<file path="src/logic/diag_map.vh">
// register offsets, field positions and state codes of the diagnostic bank
`ifndef DIAG_MAP_VH
`define DIAG_MAP_VH
`define OFS_STRING_FAULT_SUMMARY 8'h12
`define OFS_SEQUENCER_STATE_VIEW 8'h14
`define RST_STRING_FAULT_SUMMARY 16'h0000
`define RST_SEQUENCER_STATE_VIEW 16'h0000
`define BIT_RESERVED 15
`define BIT_BUS_TIMEOUT_FLAG 14
`define BIT_BUS_TIMEOUT_CLR 13
`define BIT_BAD_STRING_CFG_FLAG 12
`define BIT_BAD_STRING_CFG_CLR 11
`define BIT_STRING_FAULT_FLAG 10
`define BIT_STRING_FAULT_CLR 9
`define BIT_GROUND_SHORT_SEEN 8
`define BIT_INTERNAL_SHORT_SEEN 7
`define BIT_OPEN_STRING_SEEN 6
`define BIT_CHANNEL_LSB 0
`define SEQ_CODE_WIDTH 5
`define SEQ_DISABLED 5'h00
`define SEQ_REGULATOR_STARTUP 5'h01
`define SEQ_FUSE_LOAD 5'h02
`define SEQ_STANDBY 5'h03
`define SEQ_RAMPUP_FIRST 5'h04
`define SEQ_RAMPUP_LAST 5'h0F
`define SEQ_NORMAL 5'h10
`define SEQ_SHUTDOWN 5'h11
`define SEQ_ERROR_RECOVERY 5'h12
`define SEQ_EVERY_STRING_FAILED 5'h13
`endif

</file>
<file path="src/logic/led_fault_and_state_diagnostics.v">
// fault summary and sequencer state registers of the backlight driver
`timescale 1ns/1ps
`include "diag_map.vh"

// Operation
// - bit 14 flags serial-bus timeout
// - clear needs status and clear bits together
// - bit 13 clears the timeout flag
// - bit 12 bad config, bit 11 clears
// - bit 10 combined string fault, bit 9 clears
// - bit 8 shows ground short, cleared with combined
// - bit 7 internal short, cleared with combined
// - bit 6 open string, cleared with combined
// - bits 5..0 per-channel fault, read-only
// - state register bits 15..5 read zero
// - bits 4..0 report live sequencer state
// - converter ramp-up reports codes 4h..Fh
// - bit 15 reserved, reads zero
module led_fault_and_state_diagnostics #(
   parameter CHANNELS = 6,
   parameter ADDR_W = 8
) (
   input wire ref_clk,
   input wire reset,
   input wire [ADDR_W-1:0] reg_addr,
   input wire reg_wr,
   input wire reg_rd,
   input wire [15:0] reg_wdata,
   output reg [15:0] reg_rdata_q,
   input wire bus_timeout_pin,
   input wire bad_string_cfg_pin,
   input wire open_string_pin,
   input wire internal_short_pin,
   input wire ground_short_pin,
   input wire [CHANNELS-1:0] channel_failed_pin,
   input wire [`SEQ_CODE_WIDTH-1:0] sequencer_state_code,
   output reg fault_irq_n_q
);
   // two-stage synchronisers for the fault detector levels
   localparam SYNC_W = 5 + CHANNELS;
   wire [SYNC_W-1:0] raw_in;
   reg [SYNC_W-1:0] sync1_q;
   reg [SYNC_W-1:0] sync2_q;
   reg [SYNC_W-1:0] sync3_q;
   wire timeout_s;
   wire bad_cfg_s;
   wire open_s;
   wire short_s;
   wire gnd_s;
   wire [CHANNELS-1:0] chan_s;
   wire timeout_rise;
   wire bad_cfg_rise;
   wire open_rise;
   wire short_rise;
   wire gnd_rise;
   wire summary_wr;
   wire timeout_flag;
   wire bad_cfg_flag;
   wire string_fault_flag;
   wire combined_clear;
   reg open_string_seen_q;
   reg internal_short_seen_q;
   reg ground_short_seen_q;
   reg [CHANNELS-1:0] channel_failed_q;
   reg [`SEQ_CODE_WIDTH-1:0] seq_code_q;
   reg [15:0] rdata_d;

   // ------------------------------------------------------------
   // input synchronisation
   // ------------------------------------------------------------
   assign raw_in = {channel_failed_pin, ground_short_pin, internal_short_pin,
                    open_string_pin, bad_string_cfg_pin, bus_timeout_pin};

   // third stage only exists for rising-edge detection
   always @(posedge ref_clk or posedge reset)
   begin
      if (reset)
      begin
         sync1_q <= {SYNC_W{1'b0}};
         sync2_q <= {SYNC_W{1'b0}};
         sync3_q <= {SYNC_W{1'b0}};
      end
      else
      begin
         sync1_q <= raw_in;
         sync2_q <= sync1_q;
         sync3_q <= sync2_q;
      end
   end

   assign timeout_s = sync2_q[0];
   assign bad_cfg_s = sync2_q[1];
   assign open_s = sync2_q[2];
   assign short_s = sync2_q[3];
   assign gnd_s = sync2_q[4];
   assign chan_s = sync2_q[SYNC_W-1:5];
   // flags raise on a new fault, so a persisting level can still be cleared
   assign timeout_rise = timeout_s & ~sync3_q[0];
   assign bad_cfg_rise = bad_cfg_s & ~sync3_q[1];
   assign open_rise = open_s & ~sync3_q[2];
   assign short_rise = short_s & ~sync3_q[3];
   assign gnd_rise = gnd_s & ~sync3_q[4];

   // ------------------------------------------------------------
   // sticky fault flags
   // ------------------------------------------------------------
   assign summary_wr = reg_wr && (reg_addr == `OFS_STRING_FAULT_SUMMARY);

   paired_clear_flag u_timeout_flag (
      .ref_clk(ref_clk),
      .reset(reset),
      .fault_event(timeout_rise),
      .wr_strobe(summary_wr),
      .flag_bit(reg_wdata[`BIT_BUS_TIMEOUT_FLAG]),
      .clr_bit(reg_wdata[`BIT_BUS_TIMEOUT_CLR]),
      .flag_q(timeout_flag)
   );

   paired_clear_flag u_bad_cfg_flag (
      .ref_clk(ref_clk),
      .reset(reset),
      .fault_event(bad_cfg_rise),
      .wr_strobe(summary_wr),
      .flag_bit(reg_wdata[`BIT_BAD_STRING_CFG_FLAG]),
      .clr_bit(reg_wdata[`BIT_BAD_STRING_CFG_CLR]),
      .flag_q(bad_cfg_flag)
   );

   paired_clear_flag u_string_fault_flag (
      .ref_clk(ref_clk),
      .reset(reset),
      .fault_event(open_rise | short_rise | gnd_rise),
      .wr_strobe(summary_wr),
      .flag_bit(reg_wdata[`BIT_STRING_FAULT_FLAG]),
      .clr_bit(reg_wdata[`BIT_STRING_FAULT_CLR]),
      .flag_q(string_fault_flag)
   );

   // both bits of the pair needed
   assign combined_clear = summary_wr && reg_wdata[`BIT_STRING_FAULT_FLAG]
                           && reg_wdata[`BIT_STRING_FAULT_CLR];

   // ------------------------------------------------------------
   // detail indicators
   // ------------------------------------------------------------
   // bits 8..6 follow the combined flag, channel bits stay live; a new event beats the clear
   always @(posedge ref_clk or posedge reset)
   begin
      if (reset)
      begin
         open_string_seen_q <= 1'b0;
         internal_short_seen_q <= 1'b0;
         ground_short_seen_q <= 1'b0;
         channel_failed_q <= {CHANNELS{1'b0}};
      end
      else
      begin
         if (open_rise)
            open_string_seen_q <= 1'b1;
         else if (combined_clear)
            open_string_seen_q <= 1'b0;
         if (short_rise)
            internal_short_seen_q <= 1'b1;
         else if (combined_clear)
            internal_short_seen_q <= 1'b0;
         if (gnd_rise)
            ground_short_seen_q <= 1'b1;
         else if (combined_clear)
            ground_short_seen_q <= 1'b0;
         channel_failed_q <= chan_s;
      end
   end

   // ------------------------------------------------------------
   // sequencer state capture
   // ------------------------------------------------------------
   // live state code
   always @(posedge ref_clk or posedge reset)
   begin
      if (reset)
      begin
         seq_code_q <= `SEQ_DISABLED;
      end
      else
      begin
         seq_code_q <= sequencer_state_code;
      end
   end

   // ------------------------------------------------------------
   // read path
   // ------------------------------------------------------------
   // registered read data; unmapped offsets return zero
   always @*
   begin
      rdata_d = 16'h0000;
      case (reg_addr)
         `OFS_STRING_FAULT_SUMMARY:
         begin
            rdata_d[`BIT_RESERVED] = 1'b0;
            rdata_d[`BIT_BUS_TIMEOUT_FLAG] = timeout_flag;
            rdata_d[`BIT_BAD_STRING_CFG_FLAG] = bad_cfg_flag;
            rdata_d[`BIT_STRING_FAULT_FLAG] = string_fault_flag;
            rdata_d[`BIT_GROUND_SHORT_SEEN] = ground_short_seen_q;
            rdata_d[`BIT_INTERNAL_SHORT_SEEN] = internal_short_seen_q;
            rdata_d[`BIT_OPEN_STRING_SEEN] = open_string_seen_q;
            rdata_d[`BIT_CHANNEL_LSB +: CHANNELS] = channel_failed_q;
         end
         `OFS_SEQUENCER_STATE_VIEW:
         begin
            rdata_d[`SEQ_CODE_WIDTH-1:0] = seq_code_q;
         end
         default:
         begin
            rdata_d = 16'h0000;
         end
      endcase
   end

   always @(posedge ref_clk or posedge reset)
   begin
      if (reset)
      begin
         reg_rdata_q <= `RST_STRING_FAULT_SUMMARY;
         fault_irq_n_q <= 1'b1;
      end
      else
      begin
         if (reg_rd)
            reg_rdata_q <= rdata_d;
         // pin indication drops one edge after the flags
         fault_irq_n_q <= ~(timeout_flag | bad_cfg_flag | string_fault_flag);
      end
   end
endmodule

</file>
<file path="src/logic/paired_clear_flag.v">
// one sticky fault flag cleared by a paired write-one
`timescale 1ns/1ps
module paired_clear_flag (
   input wire ref_clk,
   input wire reset,
   input wire fault_event,
   input wire wr_strobe,
   input wire flag_bit,
   input wire clr_bit,
   output reg flag_q
);
   reg flag_d;

   // set wins over clear so an event in the clearing cycle is kept
   always @*
   begin
      flag_d = flag_q;
      if (wr_strobe && flag_bit && clr_bit)
      begin
         flag_d = 1'b0;
      end
      if (fault_event)
      begin
         flag_d = 1'b1;
      end
   end

   always @(posedge ref_clk or posedge reset)
   begin
      if (reset)
      begin
         flag_q <= 1'b0;
      end
      else
      begin
         flag_q <= flag_d;
      end
   end
endmodule

</file>
<file path="config.mk">
export PLATFORM = sky130hd
export DESIGN_NAME = led_fault_and_state_diagnostics
export DESIGN_NICKNAME = d
export VERILOG_FILES = /design/src/logic/led_fault_and_state_diagnostics.v /design/src/logic/paired_clear_flag.v
export VERILOG_INCLUDE_DIRS = /design/src /design/src/logic
export SDC_FILE = /design/constraint.sdc
export NUM_CORES = 1
export LEC_CHECK = 0
export BUFFER_PORTS_ARGS = -buffer_cell sky130_fd_sc_hd__buf_4
export CAP_MARGIN = 20
export CORE_MARGIN = 5
export CORE_UTILIZATION = 45
export DETAILED_ROUTE_END_ITERATION = 8
export PLACE_DENSITY = 0.81
export SETUP_SLACK_MARGIN = 0.1
export SLEW_MARGIN = 10
export SYNTH_ARGS = -nofsm -noshare
export SYNTH_HDL_FRONTEND = slang
export SYNTH_SLANG_ARGS = --single-unit
export TNS_END_PERCENT = 20
</file>
<file path="constraint.sdc">
create_clock -name ref_clk -period 2.5 [get_ports ref_clk]
set_input_delay 0.5 -clock ref_clk [delete_from_list [all_inputs] [get_ports ref_clk]]
set_output_delay 0.5 -clock ref_clk [all_outputs]
set_load 0.02 [all_outputs]
</file>
# == Word-level counts from Yosys, hierarchy flattened ==
# Cells that the tools add are included.
# word_totals
register_bits,58
inputBits,44
output_inout_bits,17
wordCells,57
# op_classes
eq_ne,2
muxes,14
n_bitwise,15
reduce_logical,13
# ops
op,count
"equality test 8 x 5 -> 1 bit, second input constant",2
2-to-1 mux 1 bit,12
nonzero test 2 bit,6
one-hot mux 5 bit (2 select lines),1
logical AND 1 bit,7
inverter 1 bit,6
bitwise AND 1 bit,5
2-to-1 mux 4 bit,1
bitwise OR 1 bit,4

# == Depth between registers and ports, before layout ==
# logic_depth
word_depth,6
depth_mapped,4
mapped_depth_nobuf,3

# == By module ==
# From an unflattened synthesis, not the netlist that was laid out.
# hier_totals
hier_cells,113
hier_area_um2,1854.3
# modules_own_cells
module,instances,cells_each,area_per_inst_um2,seq_area_each_um2
led_fault_and_state_diagnostics,1,101,1730.4,1352.5
paired_clear_flag,3,4,41.3,25.0

# == Worst setup path after synthesis ==
# No wires, ideal clock.
# synth_path
kind,input to register
start,input port reg_addr[7]
end,register u_string_fault_flag.flag_q
setup_ns,0.129
t_arrival_ns,2.098
required_time_ns,2.371
path_slack_ns,0.273
cell_stages,4
path_buffers,1
path_cell_list,or4_4 buf_6 or4_4 a2111o_1
# synth_between
elab_chain_cells,5
# synth_lines
element,line,source
"start, declared",led_fault_and_state_diagnostics.v:25,"input wire [ADDR_W-1:0] reg_addr,"
equality test 8 x 5 -> 1 bit,n/a,
logical AND 1 bit,led_fault_and_state_diagnostics.v:107,assign summary_wr = reg_wr && (reg_addr == `OFS_STRING_FAULT_SUMMARY);
logical AND 1 bit (2 in series),paired_clear_flag.v:18,if (wr_strobe && flag_bit && clr_bit)
nonzero test 2 bit (no source line),n/a,
"end signal, assigned",paired_clear_flag.v:36,flag_q <= flag_d;
"end, declared",paired_clear_flag.v:10,output reg flag_q
# Every way passes these cells.
# A chain may end at the register's enable or synchronous reset.

# == Final worst setup path ==
# Same ends and word-level chain as after synthesis.

==> metrics.log <==
[metrics] outcome: completed
[metrics] Initial Utilization: 46.1%
[metrics] final instance area: 2450 sq um
[metrics] number of buffers inserted by hold repair at cts: 0
[metrics] worst setup margin: ~550 ps
[metrics] drt pass-1 iters: 4
[metrics] number of setup buffers added after CTS: 0
[metrics] Internal Dissipation: between 1.5 and 2 mW
[metrics] Netlist Area Pre-Place: 1830 sq um
[metrics] hpwl dp: around 2600 um
[metrics] worst setup path category: input pin to register
[metrics] via count of the first global-routing pass: 1252
[metrics] CTS sink count: 57
[metrics] Clock power frac: a little under half
[metrics] ANT nets after route: 0
[metrics] Avg WL per Cell: 15.3 um
[metrics] Layout Utilization: between 60 and 70%
[metrics] worst hold path class: input pin to async pin
[metrics] post-synth cell types: 24
[metrics] number of nets at the end of the flow: 219
[metrics] wirelength, routed: 3510 um
[metrics] Arrival @ worst endpoint: 2150 ps
[metrics] synth-to-layout area growth: 34.0%
[metrics] first-pass GRT wire length: 5710 um
[metrics] per-instance average area after synthesis: between 15 and 20 sq um
[metrics] data required time at the worst endpoint: 2690 ps
[metrics] number of buffers added by the clock tree synthesis step: 9
[metrics] synthesized-area fraction occupied by xor and xnor cells: 0%
[metrics] share of total power in combinational logic: 4.5%
[metrics] sort of element at the end of the critical path: register
[metrics] Slew Limit Fails: 0
[metrics] CTS tree: done
[metrics] routed vias/inst: 4.95
[metrics] buffers from clock root to sink, at most: 2
[metrics] final number of hold-violating endpoints: 0
[metrics] via count: 1134
[metrics] # resized after CTS: 0
[metrics] GPL Wtd Cong: 0.799
[metrics] VDD IR max: ~0.38 mV
[metrics] switching share of power: a little under a fifth
[metrics] dominant combinational cell family by area after synthesis: compound AO/OA/AOI/OAI gates
[metrics] share of synthesized area occupied by flip-flops and latches: 78.0%
[metrics] ports placed on the boundary: 61
[metrics] non-filler instance count after layout: 229
[metrics] count of max-cap constraint violations: 0
[metrics] part of the power in registers: 50.1%
[metrics] CTS clk-pin slew, worst paths: 60 ps
[metrics] pin count of the biggest net entering global routing: 23
[metrics] H-tree depth reported by CTS: 3
[metrics] final setup violating endpoints: 0
[metrics] maximum frequency from static timing analysis: 512 MHz
[metrics] clock latency on the worst-skew pair: 310 ps
[metrics] Die ar.: about 5400 sq um
[metrics] Synth Area in Compound Gates: 9.64%
[metrics] clock tree root driver cell: sky130_fd_sc_hd__clkbuf_8
[metrics] setup skew after layout: 4.04 ps
[metrics] total power density per cell area: 785 nW/um^2
[metrics] Overall Power: 1.93 mW
[metrics] antenna violations before repair: 0
[metrics] final worst path period need: 1950 ps
[metrics] total congestion overflow: 0
[metrics] number of instances in the synthesized netlist: 117
[metrics] core footprint: 3970 sq um
[metrics] post-place setup slack: roughly 220 ps
[metrics] # port buffers: 46
[metrics] Synth Area in Adders: 0%
[metrics] height of the chip: 73.8 um
[metrics] total global routing track utilization: between 10% and 20%
[metrics] Fin Hold WS: around 140 ps
[metrics] post-detailed-placement cell area: 2240 sq um
[metrics] setup TNS after final layout: 0 ps
[metrics] n_diodes: 0
[metrics] fraction of final layout cells sized beyond drive strength 1: 40.8%
[metrics] mux cell area share after synthesis: 0%
[metrics] Inst Count DP: 214
[metrics] kind of launch point of the worst setup path: input pin
[metrics] DRC Markers: 0
[metrics] Die X: 73.8 um
[metrics] post-synthesis share of cell area spent on and, or, nand and nor gates: 8.48%
[metrics] Yosys warning count: 0
[metrics] leakage power: 1.20 nW
[metrics] row count: 23
[metrics] switching component of the power: roughly 0.37 mW
[metrics] final worst-path cycle share: 78.2%
[metrics] count of fill cells added during filler insertion: 316
[metrics] Worst Path Max Fanout: 4
[metrics] drt initial violations: 111
[metrics] number of synthesized register bits: 57
[metrics] setup repair after global routing missed its margin: no
[cells by family (layout without fill, tap and decap cells)]
logic type / after synthesis / in the layout
compound gates: 21 / 21
flops: 57 / 57
other cells: 1 / 4
buf+inv: 12 / 71
simple gates: 26 / 26
[synthesized netlist by cell type]
cell,n,share of area (%)
sky130_fd_sc_hd__nor2b_1,7,2.4
sky130_fd_sc_hd__nor3_1,5,1.4
sky130_fd_sc_hd__dfstp_2,1,1.4
sky130_fd_sc_hd__a2111o_1,1,0.62
sky130_fd_sc_hd__a211o_1,3,1.4
sky130_fd_sc_hd__nand2_1,5,1.0
sky130_fd_sc_hd__or4_4,2,1.2
sky130_fd_sc_hd__buf_6,1,0.62
sky130_fd_sc_hd__nand4bb_1,1,0.62
sky130_fd_sc_hd__nand2b_1,2,0.68
sky130_fd_sc_hd__conb_1,1,0.20
sky130_fd_sc_hd__dfrtp_1,56,77
sky130_fd_sc_hd__clkbuf_1,2,0.41
sky130_fd_sc_hd__o21ai_0,2,0.55
sky130_fd_sc_hd__inv_1,5,1.0
sky130_fd_sc_hd__a21o_1,1,0.41
sky130_fd_sc_hd__a221o_1,1,0.55
sky130_fd_sc_hd__a22o_1,7,3.3
sky130_fd_sc_hd__buf_4,4,1.6
sky130_fd_sc_hd__nor4_1,1,0.34
sky130_fd_sc_hd__o32ai_1,1,0.48
sky130_fd_sc_hd__o31ai_1,2,0.82
sky130_fd_sc_hd__a21o_2,3,1.4
sky130_fd_sc_hd__nand3_1,3,0.82
[cell usage in the layout, fill, tap and decap left out]
master	instances
sky130_fd_sc_hd__o31ai_1	2
sky130_fd_sc_hd__inv_2	1
sky130_fd_sc_hd__a21o_2	3
sky130_fd_sc_hd__nor2b_1	7
sky130_fd_sc_hd__clkinv_2	1
sky130_fd_sc_hd__a22o_1	7
sky130_fd_sc_hd__nand3_1	3
sky130_fd_sc_hd__nand2b_1	2
sky130_fd_sc_hd__dfrtp_1	56
sky130_fd_sc_hd__conb_1	4
sky130_fd_sc_hd__a211o_1	3
sky130_fd_sc_hd__inv_1	4
sky130_fd_sc_hd__bufinv_16	1
sky130_fd_sc_hd__clkbuf_8	13
sky130_fd_sc_hd__buf_4	51
sky130_fd_sc_hd__nor4_1	1
sky130_fd_sc_hd__nor3_1	5
sky130_fd_sc_hd__dfstp_2	1
sky130_fd_sc_hd__or4_4	2
sky130_fd_sc_hd__a221o_1	1
sky130_fd_sc_hd__o32ai_1	1
sky130_fd_sc_hd__a2111o_1	1
sky130_fd_sc_hd__a21o_1	1
sky130_fd_sc_hd__nand2_1	5
sky130_fd_sc_hd__o21ai_0	2
sky130_fd_sc_hd__nand4bb_1	1
[cell type report]
class | count | area [sq um] | area share (%)
clock buffer | 13 | 179 | 7.30
clock inverter | 2 | 35.0 | 1.43
inverter | 5 | 18.8 | 0.765
multi-input combinational | 51 | 347 | 14.1
sequential | 57 | 1430 | 58.2
tap | 50 | 62.6 | 2.55
timing repair buffer | 51 | 383 | 15.6
[final timing paths]
kind,from,endpoint,slack (ps),cells after the start
setup / recovery,reg_addr[7],u_string_fault_flag.flag_q,550,4
hold / removal,reset,sync1_q[1],140,2
setup reg to reg,sync2_q[3],u_string_fault_flag.flag_q,1450,2
hold reg to reg,sync1_q[6],sync2_q[6],350,0
max in group asynchronous,reset,fault_irq_n_q,1730,3
min in group ref_clk,channel_failed_pin[2],sync1_q[7],290,1
[worst max-delay path: stages]
cell,delay [ps]
sky130_fd_sc_hd__buf_4,110
sky130_fd_sc_hd__or4_4,530
sky130_fd_sc_hd__or4_4,580
sky130_fd_sc_hd__a2111o_1,430
[flip-flops by register name (all words and copies together), names as in the netlist]
register / cells
u_bad_cfg_flag.flag_q: 1
channel_failed_q: 6
ground_short_seen_q: 1
sync1_q: 11
sync3_q: 5
u_timeout_flag.flag_q: 1
sync2_q: 11
reg_rdata_q: 12
seq_code_q: 5
open_string_seen_q: 1
internal_short_seen_q: 1
fault_irq_n_q: 1
u_string_fault_flag.flag_q: 1
[metal layers]
metal / up-vias / GRT usage (%) / routed length, um
li1: 510 / - / -
met1: 572 / 16.3 / 1290
met2: 48 / 24.4 / 1880
met3: 4 / 5.06 / 301
met4: 0 / 7.24 / 35
met5: - / 0 / 0
[power by group through the flow]
stage                     clock network [mW]  registers (mW)  logic, mW
after floorplan                            0           0.979     0.0389
after global placement                     0           0.979     0.0830
after detailed placement                   0           0.982     0.0879
after CTS                              0.890           0.966     0.0885
after global routing                   0.931           0.968     0.0974
final                                  0.874           0.966     0.0864
Note: power is estimated with default switching activity, not from simulation.
